==> src/logic/mslm_pkg.sv <==
// Package: register map, field positions, reset values and channel codes of the monitor sequencer
package mslm_pkg;

  // Register offsets on the serial register port
  localparam logic [7:0] ADDR_STATUS_A = 8'h00;
  localparam logic [7:0] ADDR_STATUS_B = 8'h01;
  localparam logic [7:0] ADDR_LSB_SUP_INT = 8'h03;
  localparam logic [7:0] ADDR_LSB_EXT = 8'h04;
  localparam logic [7:0] ADDR_MSB_SUP = 8'h06;
  localparam logic [7:0] ADDR_MSB_INT = 8'h07;
  localparam logic [7:0] ADDR_MSB_EXT = 8'h08;
  localparam logic [7:0] ADDR_CONFIG_ONE = 8'h18;
  localparam logic [7:0] ADDR_CONTROL_TWO = 8'h19;
  localparam logic [7:0] ADDR_MASK_A = 8'h1C;
  localparam logic [7:0] ADDR_MASK_B = 8'h1D;
  localparam logic [7:0] ADDR_INT_OFFSET = 8'h1E;
  // Limits: high at LIMIT_BASE + 2*channel, low one above it
  localparam logic [7:0] ADDR_LIMIT_BASE = 8'h23;

  // Field positions
  localparam int CFG_MON_EN_BIT = 0;
  localparam int CFG_POLARITY_BIT = 1;
  localparam int CTL_LOW_ORDER_BIT = 0;
  localparam int CTL_SEL_HIGH_BIT = 1;
  localparam int CTL_SINGLE_BIT = 4;
  localparam int CTL_AVG_DIS_BIT = 5;
  localparam int LSB_INT_POS = 2;

  // Reset values
  localparam logic [7:0] CONFIG_ONE_RESET = 8'h00;
  localparam logic [7:0] CONTROL_TWO_RESET = 8'h00;
  localparam logic [7:0] MASK_RESET = 8'h00;
  localparam logic [7:0] INT_OFFSET_RESET = 8'h00;
  localparam logic [7:0] SUP_HIGH_RESET = 8'hFF;
  localparam logic [7:0] SUP_LOW_RESET = 8'h00;
  localparam logic [7:0] TEMP_HIGH_RESET = 8'h7F;
  localparam logic [7:0] TEMP_LOW_RESET = 8'h80;
  localparam logic [9:0] RESULT_RESET = 10'h000;
  localparam logic ALARM_RESET = 1'h1;

  // Channels of the shared converter
  localparam int NUM_CH = 3;
  localparam logic [1:0] CH_SUPPLY = 2'h0;
  localparam logic [1:0] CH_INT = 2'h1;
  localparam logic [1:0] CH_EXT = 2'h2;

  // Averaging: sixteen samples, sum carries four guard bits
  localparam logic [3:0] AVG_LAST = 4'hF;
  localparam int AVG_SHIFT = 4;

  typedef enum logic [1:0] {ST_IDLE, ST_START, ST_WAIT} mslm_state_t;

endpackage : mslm_pkg

==> src/logic/mslm_limit_check.sv <==
// Limit comparator: eight upper result bits against eight-bit high and low limits
`timescale 1ns/1ps
module mslm_limit_check
  import mslm_pkg::*;
(
  // Result and limits
  input wire logic [9:0] value,
  input wire logic [7:0] high_lim,
  input wire logic [7:0] low_lim,
  input wire logic signed_cmp,
  // Verdict
  output logic out_of_limit
);

  wire logic [7:0] value_msb;
  wire logic [7:0] value_key;
  wire logic [7:0] high_key;
  wire logic [7:0] low_key;

  // Limits are two bits narrower, so only the upper eight result bits take part [RULE14] [RULE22]
  assign value_msb = value[9:2];
  // Flipping the sign bit turns a signed compare into an unsigned one, so negative codes sort below zero [RULE12]
  assign value_key = {value_msb[7] ^ signed_cmp, value_msb[6:0]};
  assign high_key = {high_lim[7] ^ signed_cmp, high_lim[6:0]};
  assign low_key = {low_lim[7] ^ signed_cmp, low_lim[6:0]};
  // Above high, or at or below low [RULE13]
  assign out_of_limit = (value_key > high_key) || (value_key <= low_key);

endmodule : mslm_limit_check

==> src/logic/mslm_monitor.sv <==
// Monitor sequencer: channel stepping, result formatting, limit flags and alarm output
//
// Notes on behaviour
// [RULE1] Reset: round robin selected, monitoring off
// [RULE2] Monitor enable bit starts conversions
// [RULE3] Round robin: supply, internal, external, repeat
// [RULE4] Single bit ends round robin, one channel
// [RULE5] Select zero: supply; low bit: internal
// [RULE6] Single mode conversions follow without gap
// [RULE7] Serial access aborts; conversions resume afterwards
// [RULE8] Supply: unsigned ten-bit code, prescaled input
// [RULE9] Internal offset added before storing result
// [RULE10] External result averages sixteen measurements
// [RULE11] Temperature step quarter degree, zero all zeros
// [RULE12] Negative code: drop sign, minus 512, quarter
// [RULE13] Out of limit: above high, at/below low
// [RULE14] Eight-bit limits against ten-bit results
// [RULE15] Unmasked out-of-limit results set status flags
// [RULE16] Any unmasked flag drives alarm, polarity selectable
// [RULE17] Host should mask unused channels
// [RULE18] Averaging on at reset; bit five disables
// [RULE19] Supply split: low bits and high byte
// [RULE20] Low-byte read freezes high bytes until read
// [RULE21] High select bit alone selects external
// [RULE22] Compare upper eight result bits with limit
`timescale 1ns/1ps
module mslm_monitor
  import mslm_pkg::*;
(
  // Clock and reset
  input wire logic clock,
  input wire logic rst,
  // Serial register port
  input wire logic host_busy,
  input wire logic reg_wr,
  input wire logic reg_rd,
  input wire logic [7:0] reg_addr,
  input wire logic [7:0] reg_wdata,
  output logic [7:0] reg_rdata,
  // Shared converter
  output logic conv_start,
  output logic conv_abort,
  output logic [1:0] conv_channel,
  input wire logic conv_done,
  input wire logic [9:0] conv_raw,
  // Alarm pin
  output logic alarm
);

  mslm_state_t state_reg;
  mslm_state_t state_next;
  logic [7:0] config_one_reg;
  logic [7:0] control_two_reg;
  logic [7:0] mask_a_reg;
  logic [7:0] mask_b_reg;
  logic [7:0] int_offset_reg;
  logic [1:0] chan_reg;
  logic [1:0] chan_next;
  logic [3:0] count_reg;
  logic [13:0] acc_reg;
  logic [7:0] rdata_reg;
  logic start_reg;
  logic abort_reg;
  logic alarm_reg;
  logic lock_a_reg;
  logic lock_b_reg;
  logic [NUM_CH-1:0] fresh_reg;
  logic [NUM_CH-1:0] flag_reg;
  logic [9:0] result_reg [NUM_CH];
  logic [7:0] msb_reg [NUM_CH];
  logic [7:0] high_reg [NUM_CH];
  logic [7:0] low_reg [NUM_CH];

  // Control fields
  wire logic mon_en = config_one_reg[CFG_MON_EN_BIT];
  wire logic active_high = config_one_reg[CFG_POLARITY_BIT];
  wire logic single_mode = control_two_reg[CTL_SINGLE_BIT];
  wire logic avg_en = !control_two_reg[CTL_AVG_DIS_BIT];
  wire logic low_order_control_bit = control_two_reg[CTL_LOW_ORDER_BIT];
  wire logic channel_select_high = control_two_reg[CTL_SEL_HIGH_BIT];
  wire logic [NUM_CH-1:0] mask_vec = {mask_a_reg[1:0], mask_b_reg[0]};

  // Converter runs only while enabled and no serial access is under way [RULE2] [RULE7]
  wire logic run = mon_en && !host_busy;

  // Low select bit wins, then high bit, else supply [RULE5] [RULE21]
  wire logic [1:0] sel_chan = low_order_control_bit ? CH_INT : (channel_select_high ? CH_EXT : CH_SUPPLY);

  // Temperature channels average unless disabled; supply is always a single sample [RULE10] [RULE18]
  wire logic avg_active = avg_en && (chan_reg != CH_SUPPLY);
  wire logic sample_in = (state_reg == ST_WAIT) && conv_done && run;
  wire logic store = sample_in && (!avg_active || (count_reg == AVG_LAST));
  wire logic [13:0] raw_ext = {{4{conv_raw[9]}}, conv_raw};
  wire logic [13:0] acc_sum = acc_reg + raw_ext;
  // Arithmetic shift of the sum keeps two's complement and the quarter-degree step [RULE10] [RULE11]
  wire logic [9:0] temp_val = avg_active ? acc_sum[AVG_SHIFT+9:AVG_SHIFT] : conv_raw;
  // Offset is a signed count of result steps, added before storing; wraps on overflow [RULE9]
  wire logic [9:0] int_val = temp_val + {{2{int_offset_reg[7]}}, int_offset_reg};
  // Supply code passes through unsigned; prescaling is analog [RULE8]
  wire logic [9:0] new_val = (chan_reg == CH_INT) ? int_val : temp_val;

  // Next channel: fixed order in round robin, the selected one in single mode [RULE3] [RULE4]
  wire logic [1:0] rr_next = (chan_reg == CH_EXT) ? CH_SUPPLY : chan_reg + 2'h1;
  wire logic [1:0] chan_pick = single_mode ? sel_chan : rr_next;

  // Register port decode
  wire logic rd_status_a = reg_rd && (reg_addr == ADDR_STATUS_A);
  wire logic rd_status_b = reg_rd && (reg_addr == ADDR_STATUS_B);
  wire logic rd_lsb_a = reg_rd && (reg_addr == ADDR_LSB_SUP_INT);
  wire logic rd_lsb_b = reg_rd && (reg_addr == ADDR_LSB_EXT);
  wire logic rd_msb_a = reg_rd && ((reg_addr == ADDR_MSB_SUP) || (reg_addr == ADDR_MSB_INT));
  wire logic rd_msb_b = reg_rd && (reg_addr == ADDR_MSB_EXT);
  wire logic [NUM_CH-1:0] clr_vec = {rd_status_a, rd_status_a, rd_status_b};
  wire logic any_flag = |(flag_reg & ~mask_vec);

  // Sequencer state and channel choice
  always_comb begin
    state_next = state_reg;
    chan_next = chan_reg;
    case (state_reg)
      ST_IDLE: begin
        if (run) begin
          state_next = ST_START;
          // Round robin resumes on the channel that was cut off
          chan_next = single_mode ? sel_chan : chan_reg;
        end
      end
      ST_START: begin
        state_next = run ? ST_WAIT : ST_IDLE;
      end
      ST_WAIT: begin
        if (!run) begin
          state_next = ST_IDLE; // [RULE7]
        end else if (store) begin
          // Next conversion is launched at once, no idle cycle [RULE3] [RULE6]
          state_next = ST_START;
          chan_next = chan_pick;
        end else if (conv_done) begin
          state_next = ST_START;
        end
      end
      default: begin
        state_next = ST_IDLE;
      end
    endcase
  end

  // Sequencer registers
  always_ff @(posedge clock) begin
    if (rst) begin
      state_reg <= ST_IDLE;
      chan_reg <= CH_SUPPLY;
      start_reg <= 1'h0;
      abort_reg <= 1'h0;
    end else begin
      state_reg <= state_next;
      chan_reg <= chan_next;
      start_reg <= (state_reg == ST_START) && run;
      abort_reg <= (state_reg == ST_WAIT) && !run; // [RULE7]
    end
  end

  // Averaging accumulator; an abort throws away the partial sum
  always_ff @(posedge clock) begin
    if (rst || !run || store) begin
      acc_reg <= 14'h0000;
      count_reg <= 4'h0;
    end else if (sample_in) begin
      acc_reg <= acc_sum;
      count_reg <= count_reg + 4'h1;
    end
  end

  // Configuration registers; power-up leaves round robin selected and monitoring off [RULE1]
  always_ff @(posedge clock) begin
    if (rst) begin
      config_one_reg <= CONFIG_ONE_RESET;
      control_two_reg <= CONTROL_TWO_RESET; // [RULE18]
      mask_a_reg <= MASK_RESET;
      mask_b_reg <= MASK_RESET;
      int_offset_reg <= INT_OFFSET_RESET;
    end else if (reg_wr) begin
      if (reg_addr == ADDR_CONFIG_ONE) config_one_reg <= reg_wdata; // [RULE2]
      if (reg_addr == ADDR_CONTROL_TWO) control_two_reg <= reg_wdata; // [RULE4]
      if (reg_addr == ADDR_MASK_A) mask_a_reg <= reg_wdata;
      if (reg_addr == ADDR_MASK_B) mask_b_reg <= reg_wdata;
      if (reg_addr == ADDR_INT_OFFSET) int_offset_reg <= reg_wdata;
    end
  end

  // A low-byte read locks its high bytes; a read of one of them unlocks the group [RULE20]
  always_ff @(posedge clock) begin
    if (rst) begin
      lock_a_reg <= 1'h0;
      lock_b_reg <= 1'h0;
    end else begin
      if (rd_msb_a) lock_a_reg <= 1'h0;
      else if (rd_lsb_a) lock_a_reg <= 1'h1;
      if (rd_msb_b) lock_b_reg <= 1'h0;
      else if (rd_lsb_b) lock_b_reg <= 1'h1;
    end
  end

  // Per-channel result, high byte, limits and status flag
  for (genvar i = 0; i < NUM_CH; i++) begin : g_ch
    wire logic out_lim;
    wire logic locked = (i == int'(CH_EXT)) ? lock_b_reg : lock_a_reg;
    wire logic [7:0] lim_addr = ADDR_LIMIT_BASE + 8'(2 * i);

    mslm_limit_check u_check (
      .value(result_reg[i]),
      .high_lim(high_reg[i]),
      .low_lim(low_reg[i]),
      .signed_cmp(i != int'(CH_SUPPLY)),
      .out_of_limit(out_lim)
    );

    always_ff @(posedge clock) begin
      if (rst) begin
        result_reg[i] <= RESULT_RESET;
        msb_reg[i] <= RESULT_RESET[9:2];
        fresh_reg[i] <= 1'h0;
        flag_reg[i] <= 1'h0;
        high_reg[i] <= (i == int'(CH_SUPPLY)) ? SUP_HIGH_RESET : TEMP_HIGH_RESET;
        low_reg[i] <= (i == int'(CH_SUPPLY)) ? SUP_LOW_RESET : TEMP_LOW_RESET;
      end else begin
        if (store && (chan_reg == 2'(i))) result_reg[i] <= new_val;
        // High byte tracks the result except while locked [RULE19] [RULE20]
        if (!locked) msb_reg[i] <= result_reg[i][9:2];
        fresh_reg[i] <= store && (chan_reg == 2'(i));
        // A new unmasked violation wins over a clear-on-read in the same cycle [RULE15]
        if (fresh_reg[i] && out_lim && !mask_vec[i]) flag_reg[i] <= 1'h1;
        else if (clr_vec[i]) flag_reg[i] <= 1'h0;
        if (reg_wr && (reg_addr == lim_addr)) high_reg[i] <= reg_wdata;
        if (reg_wr && (reg_addr == lim_addr + 8'h01)) low_reg[i] <= reg_wdata;
      end
    end
  end

  // Read data: supply low bits share a register with internal low bits [RULE19]
  wire logic [7:0] lsb_a_val = {4'h0, result_reg[CH_INT][1:0], result_reg[CH_SUPPLY][1:0]};
  wire logic [7:0] rd_mux =
    (reg_addr == ADDR_STATUS_A) ? {6'h00, flag_reg[2:1]} :
    (reg_addr == ADDR_STATUS_B) ? {7'h00, flag_reg[0]} :
    (reg_addr == ADDR_LSB_SUP_INT) ? lsb_a_val :
    (reg_addr == ADDR_LSB_EXT) ? {6'h00, result_reg[CH_EXT][1:0]} :
    (reg_addr == ADDR_MSB_SUP) ? msb_reg[CH_SUPPLY] :
    (reg_addr == ADDR_MSB_INT) ? msb_reg[CH_INT] :
    (reg_addr == ADDR_MSB_EXT) ? msb_reg[CH_EXT] :
    (reg_addr == ADDR_CONFIG_ONE) ? config_one_reg :
    (reg_addr == ADDR_CONTROL_TWO) ? control_two_reg :
    (reg_addr == ADDR_MASK_A) ? mask_a_reg :
    (reg_addr == ADDR_MASK_B) ? mask_b_reg :
    (reg_addr == ADDR_INT_OFFSET) ? int_offset_reg :
    (reg_addr == ADDR_LIMIT_BASE) ? high_reg[0] :
    (reg_addr == ADDR_LIMIT_BASE + 8'h01) ? low_reg[0] :
    (reg_addr == ADDR_LIMIT_BASE + 8'h02) ? high_reg[1] :
    (reg_addr == ADDR_LIMIT_BASE + 8'h03) ? low_reg[1] :
    (reg_addr == ADDR_LIMIT_BASE + 8'h04) ? high_reg[2] :
    (reg_addr == ADDR_LIMIT_BASE + 8'h05) ? low_reg[2] : 8'h00;

  // Read data and alarm pin; alarm level follows the polarity bit [RULE16]
  always_ff @(posedge clock) begin
    if (rst) begin
      rdata_reg <= 8'h00;
      alarm_reg <= ALARM_RESET;
    end else begin
      if (reg_rd) rdata_reg <= rd_mux;
      alarm_reg <= active_high ? any_flag : !any_flag;
    end
  end

  assign reg_rdata = rdata_reg;
  assign conv_start = start_reg;
  assign conv_abort = abort_reg;
  assign conv_channel = chan_reg;
  assign alarm = alarm_reg;

  // Checks
  a_quiet_when_off: assert property (@(posedge clock) disable iff (rst) // [RULE1]
    !mon_en ##1 !mon_en |-> ##1 !conv_start) else $error("conversion started while monitoring off");

  a_stop_on_access: assert property (@(posedge clock) disable iff (rst) // [RULE7]
    host_busy |=> !conv_start) else $error("conversion started during serial access");

  a_abort_in_flight: assert property (@(posedge clock) disable iff (rst) // [RULE7]
    (state_reg == ST_WAIT) && mon_en && host_busy |=> conv_abort) else $error("missing abort");

  a_rr_order: assert property (@(posedge clock) disable iff (rst) // [RULE3]
    store && !single_mode |=> conv_channel == (($past(chan_reg) == CH_EXT) ? CH_SUPPLY : $past(chan_reg) + 2'h1))
    else $error("round robin order broken");

  a_single_select: assert property (@(posedge clock) disable iff (rst) // [RULE5]
    store && single_mode && $stable(control_two_reg) |=> conv_channel == sel_chan) else $error("wrong single channel");

  a_no_gap: assert property (@(posedge clock) disable iff (rst) // [RULE6]
    store ##1 run[*2] |-> conv_start) else $error("gap between conversions");

  // Starts since the last stored result, counted apart from the sample counter so a wrong count shows
  logic [4:0] starts_seen_reg;
  always_ff @(posedge clock) begin
    if (rst || !run || store) begin
      starts_seen_reg <= 5'h00;
    end else if (conv_start) begin
      starts_seen_reg <= starts_seen_reg + 5'h01;
    end
  end

  a_avg_sixteen: assert property (@(posedge clock) disable iff (rst) // [RULE10]
    store && avg_active |-> starts_seen_reg == 5'(AVG_LAST) + 5'h01) else $error("average not over sixteen samples");

  a_avg_single: assert property (@(posedge clock) disable iff (rst) // [RULE18]
    store && !avg_active |-> starts_seen_reg == 5'h01) else $error("single-sample result not after one start");

  a_supply_raw: assert property (@(posedge clock) disable iff (rst) // [RULE8]
    store && (chan_reg == CH_SUPPLY) |=> result_reg[0] == $past(conv_raw)) else $error("supply code altered");

  a_flag_sets: assert property (@(posedge clock) disable iff (rst) // [RULE15]
    store && (chan_reg == CH_EXT) && !mask_vec[2] && !reg_wr &&
    (($signed(new_val[9:2]) > $signed(high_reg[2])) || ($signed(new_val[9:2]) <= $signed(low_reg[2])))
    |-> ##2 flag_reg[2]) else $error("external flag not set");

  a_mask_quiet: assert property (@(posedge clock) disable iff (rst) // [RULE15]
    mask_vec[0] && !flag_reg[0] |=> !flag_reg[0]) else $error("masked supply flag set");

  a_alarm_follows: assert property (@(posedge clock) disable iff (rst) // [RULE16]
    (any_flag && active_high)[*2] |-> alarm) else $error("alarm not active");

  a_alarm_low: assert property (@(posedge clock) disable iff (rst) // [RULE16]
    (any_flag && !active_high)[*2] |-> !alarm) else $error("low-active alarm not driven low");

  a_lock_hold: assert property (@(posedge clock) disable iff (rst) // [RULE20]
    lock_a_reg |=> $stable(msb_reg[0])) else $error("locked high byte changed");

  a_lock_b_hold: assert property (@(posedge clock) disable iff (rst) // [RULE20]
    lock_b_reg |=> $stable(msb_reg[2])) else $error("locked external high byte changed");

  c_ext_store: cover property (@(posedge clock) disable iff (rst) store && chan_reg == CH_EXT);
  c_single_run: cover property (@(posedge clock) disable iff (rst) conv_start && single_mode);
  c_abort: cover property (@(posedge clock) disable iff (rst) conv_abort);
  c_lock: cover property (@(posedge clock) disable iff (rst) lock_a_reg && store);
  c_avg_off: cover property (@(posedge clock) disable iff (rst) store && !avg_en && chan_reg == CH_EXT);

endmodule : mslm_monitor

==> config.mk <==
export PLATFORM = sky130hd
export DESIGN_NAME = mslm_monitor
export DESIGN_NICKNAME = d
export VERILOG_FILES = /design/src/logic/mslm_pkg.sv /design/src/logic/mslm_limit_check.sv /design/src/logic/mslm_monitor.sv
export SDC_FILE = /design/constraint.sdc
export NUM_CORES = 1
export LEC_CHECK = 0
export ABC_AREA = 1
export BUFFER_PORTS_ARGS = -buffer_cell sky130_fd_sc_hd__buf_2
export CAP_MARGIN = 10
export CORE_MARGIN = 8
export CORE_UTILIZATION = 25
export DETAILED_ROUTE_END_ITERATION = 6
export HOLD_SLACK_MARGIN = 0.15
export PLACE_DENSITY_LB_ADDON = 0.25
export RECOVER_POWER = 100
export SYNTH_ARGS = -nofsm -noshare
export SYNTH_HDL_FRONTEND = slang
export SYNTH_HIERARCHICAL = 1
export SYNTH_SLANG_ARGS = --single-unit
==> constraint.sdc <==
create_clock -name clock -period 4 [get_ports clock]
set_input_delay 0.4 -clock clock [delete_from_list [all_inputs] [get_ports clock]]
set_output_delay 0.4 -clock clock [all_outputs]
set_load 0.03 [all_outputs]
==> qor.txt <==
run status: finished with violations
failing checks: capacitance limit, slew limit
CTS max path bufs: 2
most frequent CP cell: nor2_1
PwrDens: 351 nW/µm²
Netlist Area Pre-Place: 10400 µm²
Final period util: 91.2%
worst-path cell chain: ha_1, inv_1, fa_1, o21ai_2, a21oi_1, nor2_1, nor2_1, xor2_1, o21ai_1, ha_1, a21oi_1, o21ai_0, a21oi_1, inv_1, a21oi_1, nor2_1, nor2_1, xor2_1, nand2_1, o21ai_0, nor2_1
max reg flops: 30
Tot Pwr: 0.00412 W
wire length per cell: 17.4 µm
Total Wirelength: 33100 µm
crit path launch type: flip-flop
Final ANT Viol Nets: 0
CTS Sinks: 183
fill cell count: 4461
Final HPWL DP: 26000 µm
fin crit period: 3.65 ns
Die W: 219 µm
clock skew: 0.0192 ns
die height: 219 µm
critical path class: flip-flop to flip-flop
most common cell after layout, fill and taps aside: nand2_1
vias in the first global route: 8555
Layout Cells excl Fill: 1905
Post-synth EDFFs: 102
CTS Buf Count: 17
CTS Root Buffer Type: clkbuf_16
synth warn: 6
Initial Util: 25.4%
WHS: 0.266 ns
Row Count: 74
worst min path class: primary input to flip-flop
GRT overflow: 0
setup TNS: 0 ns
CTS Hold Buffers Added: 0
Clock transition at path regs: 0.08 ns
Slew Limit Fails: 71
CP max FO: 5
Yosys reg bits: 183
largest net degree at the start of global routing: 44
CP max stage delay: 0.41 ns
nets: 1465
die area: 48200 µm²
initial antenna violation count: 1
slowest cell on the critical path: fa_1
Final Wtd Congestion: 0.876
Worst EP arrival: 3.84 ns
Distinct cells, synth: 46
f_max: 274 MHz
Max Cap Viol: 2
DP Cell Count: 1873
Seq/Total Area, Yosys: 45.3%
DRC errors left: 0
htree depth: 4
Post-Synthesis Cells: 1303
core area: 40800 µm²
Hold Fails Final Rpt: 0
Tot GR Track Use: 13.8%
Rel. slew slack: -20.0%
Clock Latency Late Sink: 0.45 ns
first-pass GRT wire length: 50200 µm
CP endpoint kind: flip-flop
Area Overhead vs Synth: 13.4%
final setup vio count: 0
Peak VDD IR: 0.257 mV
vias per cell: 4.59
IO Count: 45
commonest non-fill, non-tap cells in the layout: nand2_1 (289), inv_1 (184), nor2_1 (160)
CTS tree: yes
share of layout cells above drive strength 1: 7.43%
initial DRC count: 530
Mapped Avg Cell Area: 7.95 µm²
leakage: 4.89 nW
input/output buffers: 44
RSZ-0062 raised after global routing: no
via count: 8736
multi-input logic area: 4810 µm²
FF/Latch Area: 4680 µm²
top_reg_cell synth: edfxtp_1
1st-pass router iterations: 5
CP Data Required Time: 4.19 ns
ys async rst share: 0%
number of diodes: 0
Worst Tran Pin Value: 1.80 ns
metrics by stage:
stage	util (%)	setup slack (ns)	instance area [µm²]
floorplan	-	0.576	10400
global placement	27.6	0.191	11300
detailed placement	27.6	0.0949	11300
CTS	29.0	0.273	11800
global route	28.8	0.0229	11700
finish	28.8	0.353	11700
where the power goes:
part / total, W / internal [W] / switching (W)
Combinational: 0.000334 / 0.000104 / 0.000231
Sequential: 0.00207 / 0.00202 / 0.0000404
Clock: 0.00172 / 0.000885 / 0.000839
Total: 0.00412 / 0.00301 / 0.00111
worst max-delay path: cells and delay by family, from the launching register on:
family / cells / cell delay, ns
buffers and inverters: 2 / 0.12
xor gates and xnor gates: 2 / 0.33
and+or+nand+nor: 6 / 0.46
AOI/OAI and AO/OA: 8 / 1.19
DFF: 1 / 0.34
adders and majority gates: 3 / 0.94
worst paths after layout:
check / startpoint / endpoint / slack (ns) / cells past startpoint
worst min register to register: mask_b_reg[2] / mask_b_reg[2] / 0.45 / 2
worst max register to register: acc_reg[0] / result_reg[2][7] / 0.35 / 21
worst max-delay path: acc_reg[0] / result_reg[2][7] / 0.35 / 21
worst min-delay path: conv_done / state_reg[1] / 0.27 / 4
repair_timing:
action,4_1_cts,5_1_grt
setup endpoints to repair,0,6
resized for setup,0,3
buffers inserted,0,0
Yosys cell counts (all sizes together), types with 2 or more instances:
cell / count / share of area (%)
a211oi: 3 / 0.27
a21o: 3 / 0.25
a21oi: 120 / 5.9
a31oi: 4 / 0.24
buf: 6 / 0.31
clkbuf: 22 / 0.80
conb: 2 / 0.073
dfxtp: 81 / 16
edfxtp: 102 / 30
fa: 2 / 0.39
ha: 71 / 8.6
inv: 193 / 7.0
mux2i: 2 / 0.19
nand2: 289 / 11
nand3: 50 / 2.4
nand4: 21 / 1.3
nor2: 171 / 6.7
nor3: 22 / 1.5
nor4: 2 / 0.12
o2111ai: 2 / 0.17
o21a: 4 / 0.29
o21ai: 83 / 4.1
o31ai: 2 / 0.14
or2: 11 / 0.66
xnor2: 13 / 1.1
xor2: 15 / 1.3
routing by layer:
layer  GRT usage, %  up-vias  share of wire, %
met5              0        -             0.039
met4           3.87        2               2.1
met3           2.91       40               5.6
met2           22.4      224                47
met1           18.2     4092                46
li1               -     4378                 -
final cells by class:
| type | instances | share of cell area, % |
|---|---|---|
| Clock buffer | 17 | 3.62 |
| Sequential cell | 183 | 39.9 |
| Clock inverter | 15 | 1.29 |
| Tap cell | 532 | 5.67 |
| Multi-Input combinational cell | 905 | 40.9 |
| Inverter | 194 | 6.20 |
| Timing Repair Buffer | 59 | 2.40 |
kinds of logic (layout without fill, tap and decap cells):
group	after synthesis	count (layout)	synth area share [%]
AO/OA/AOI/OAI	227	227	11.8
other	2	9	0.0725
adder cells (fa/ha/maj)	73	73	8.97
multiplexers	2	2	0.193
buffers and inverters	222	285	8.15
flip-flops	183	183	45.3
XOR/XNOR	28	28	2.37
AND/OR/NAND/NOR	566	566	23.2
No activity file was read; power rests on OpenSTA's default activity.
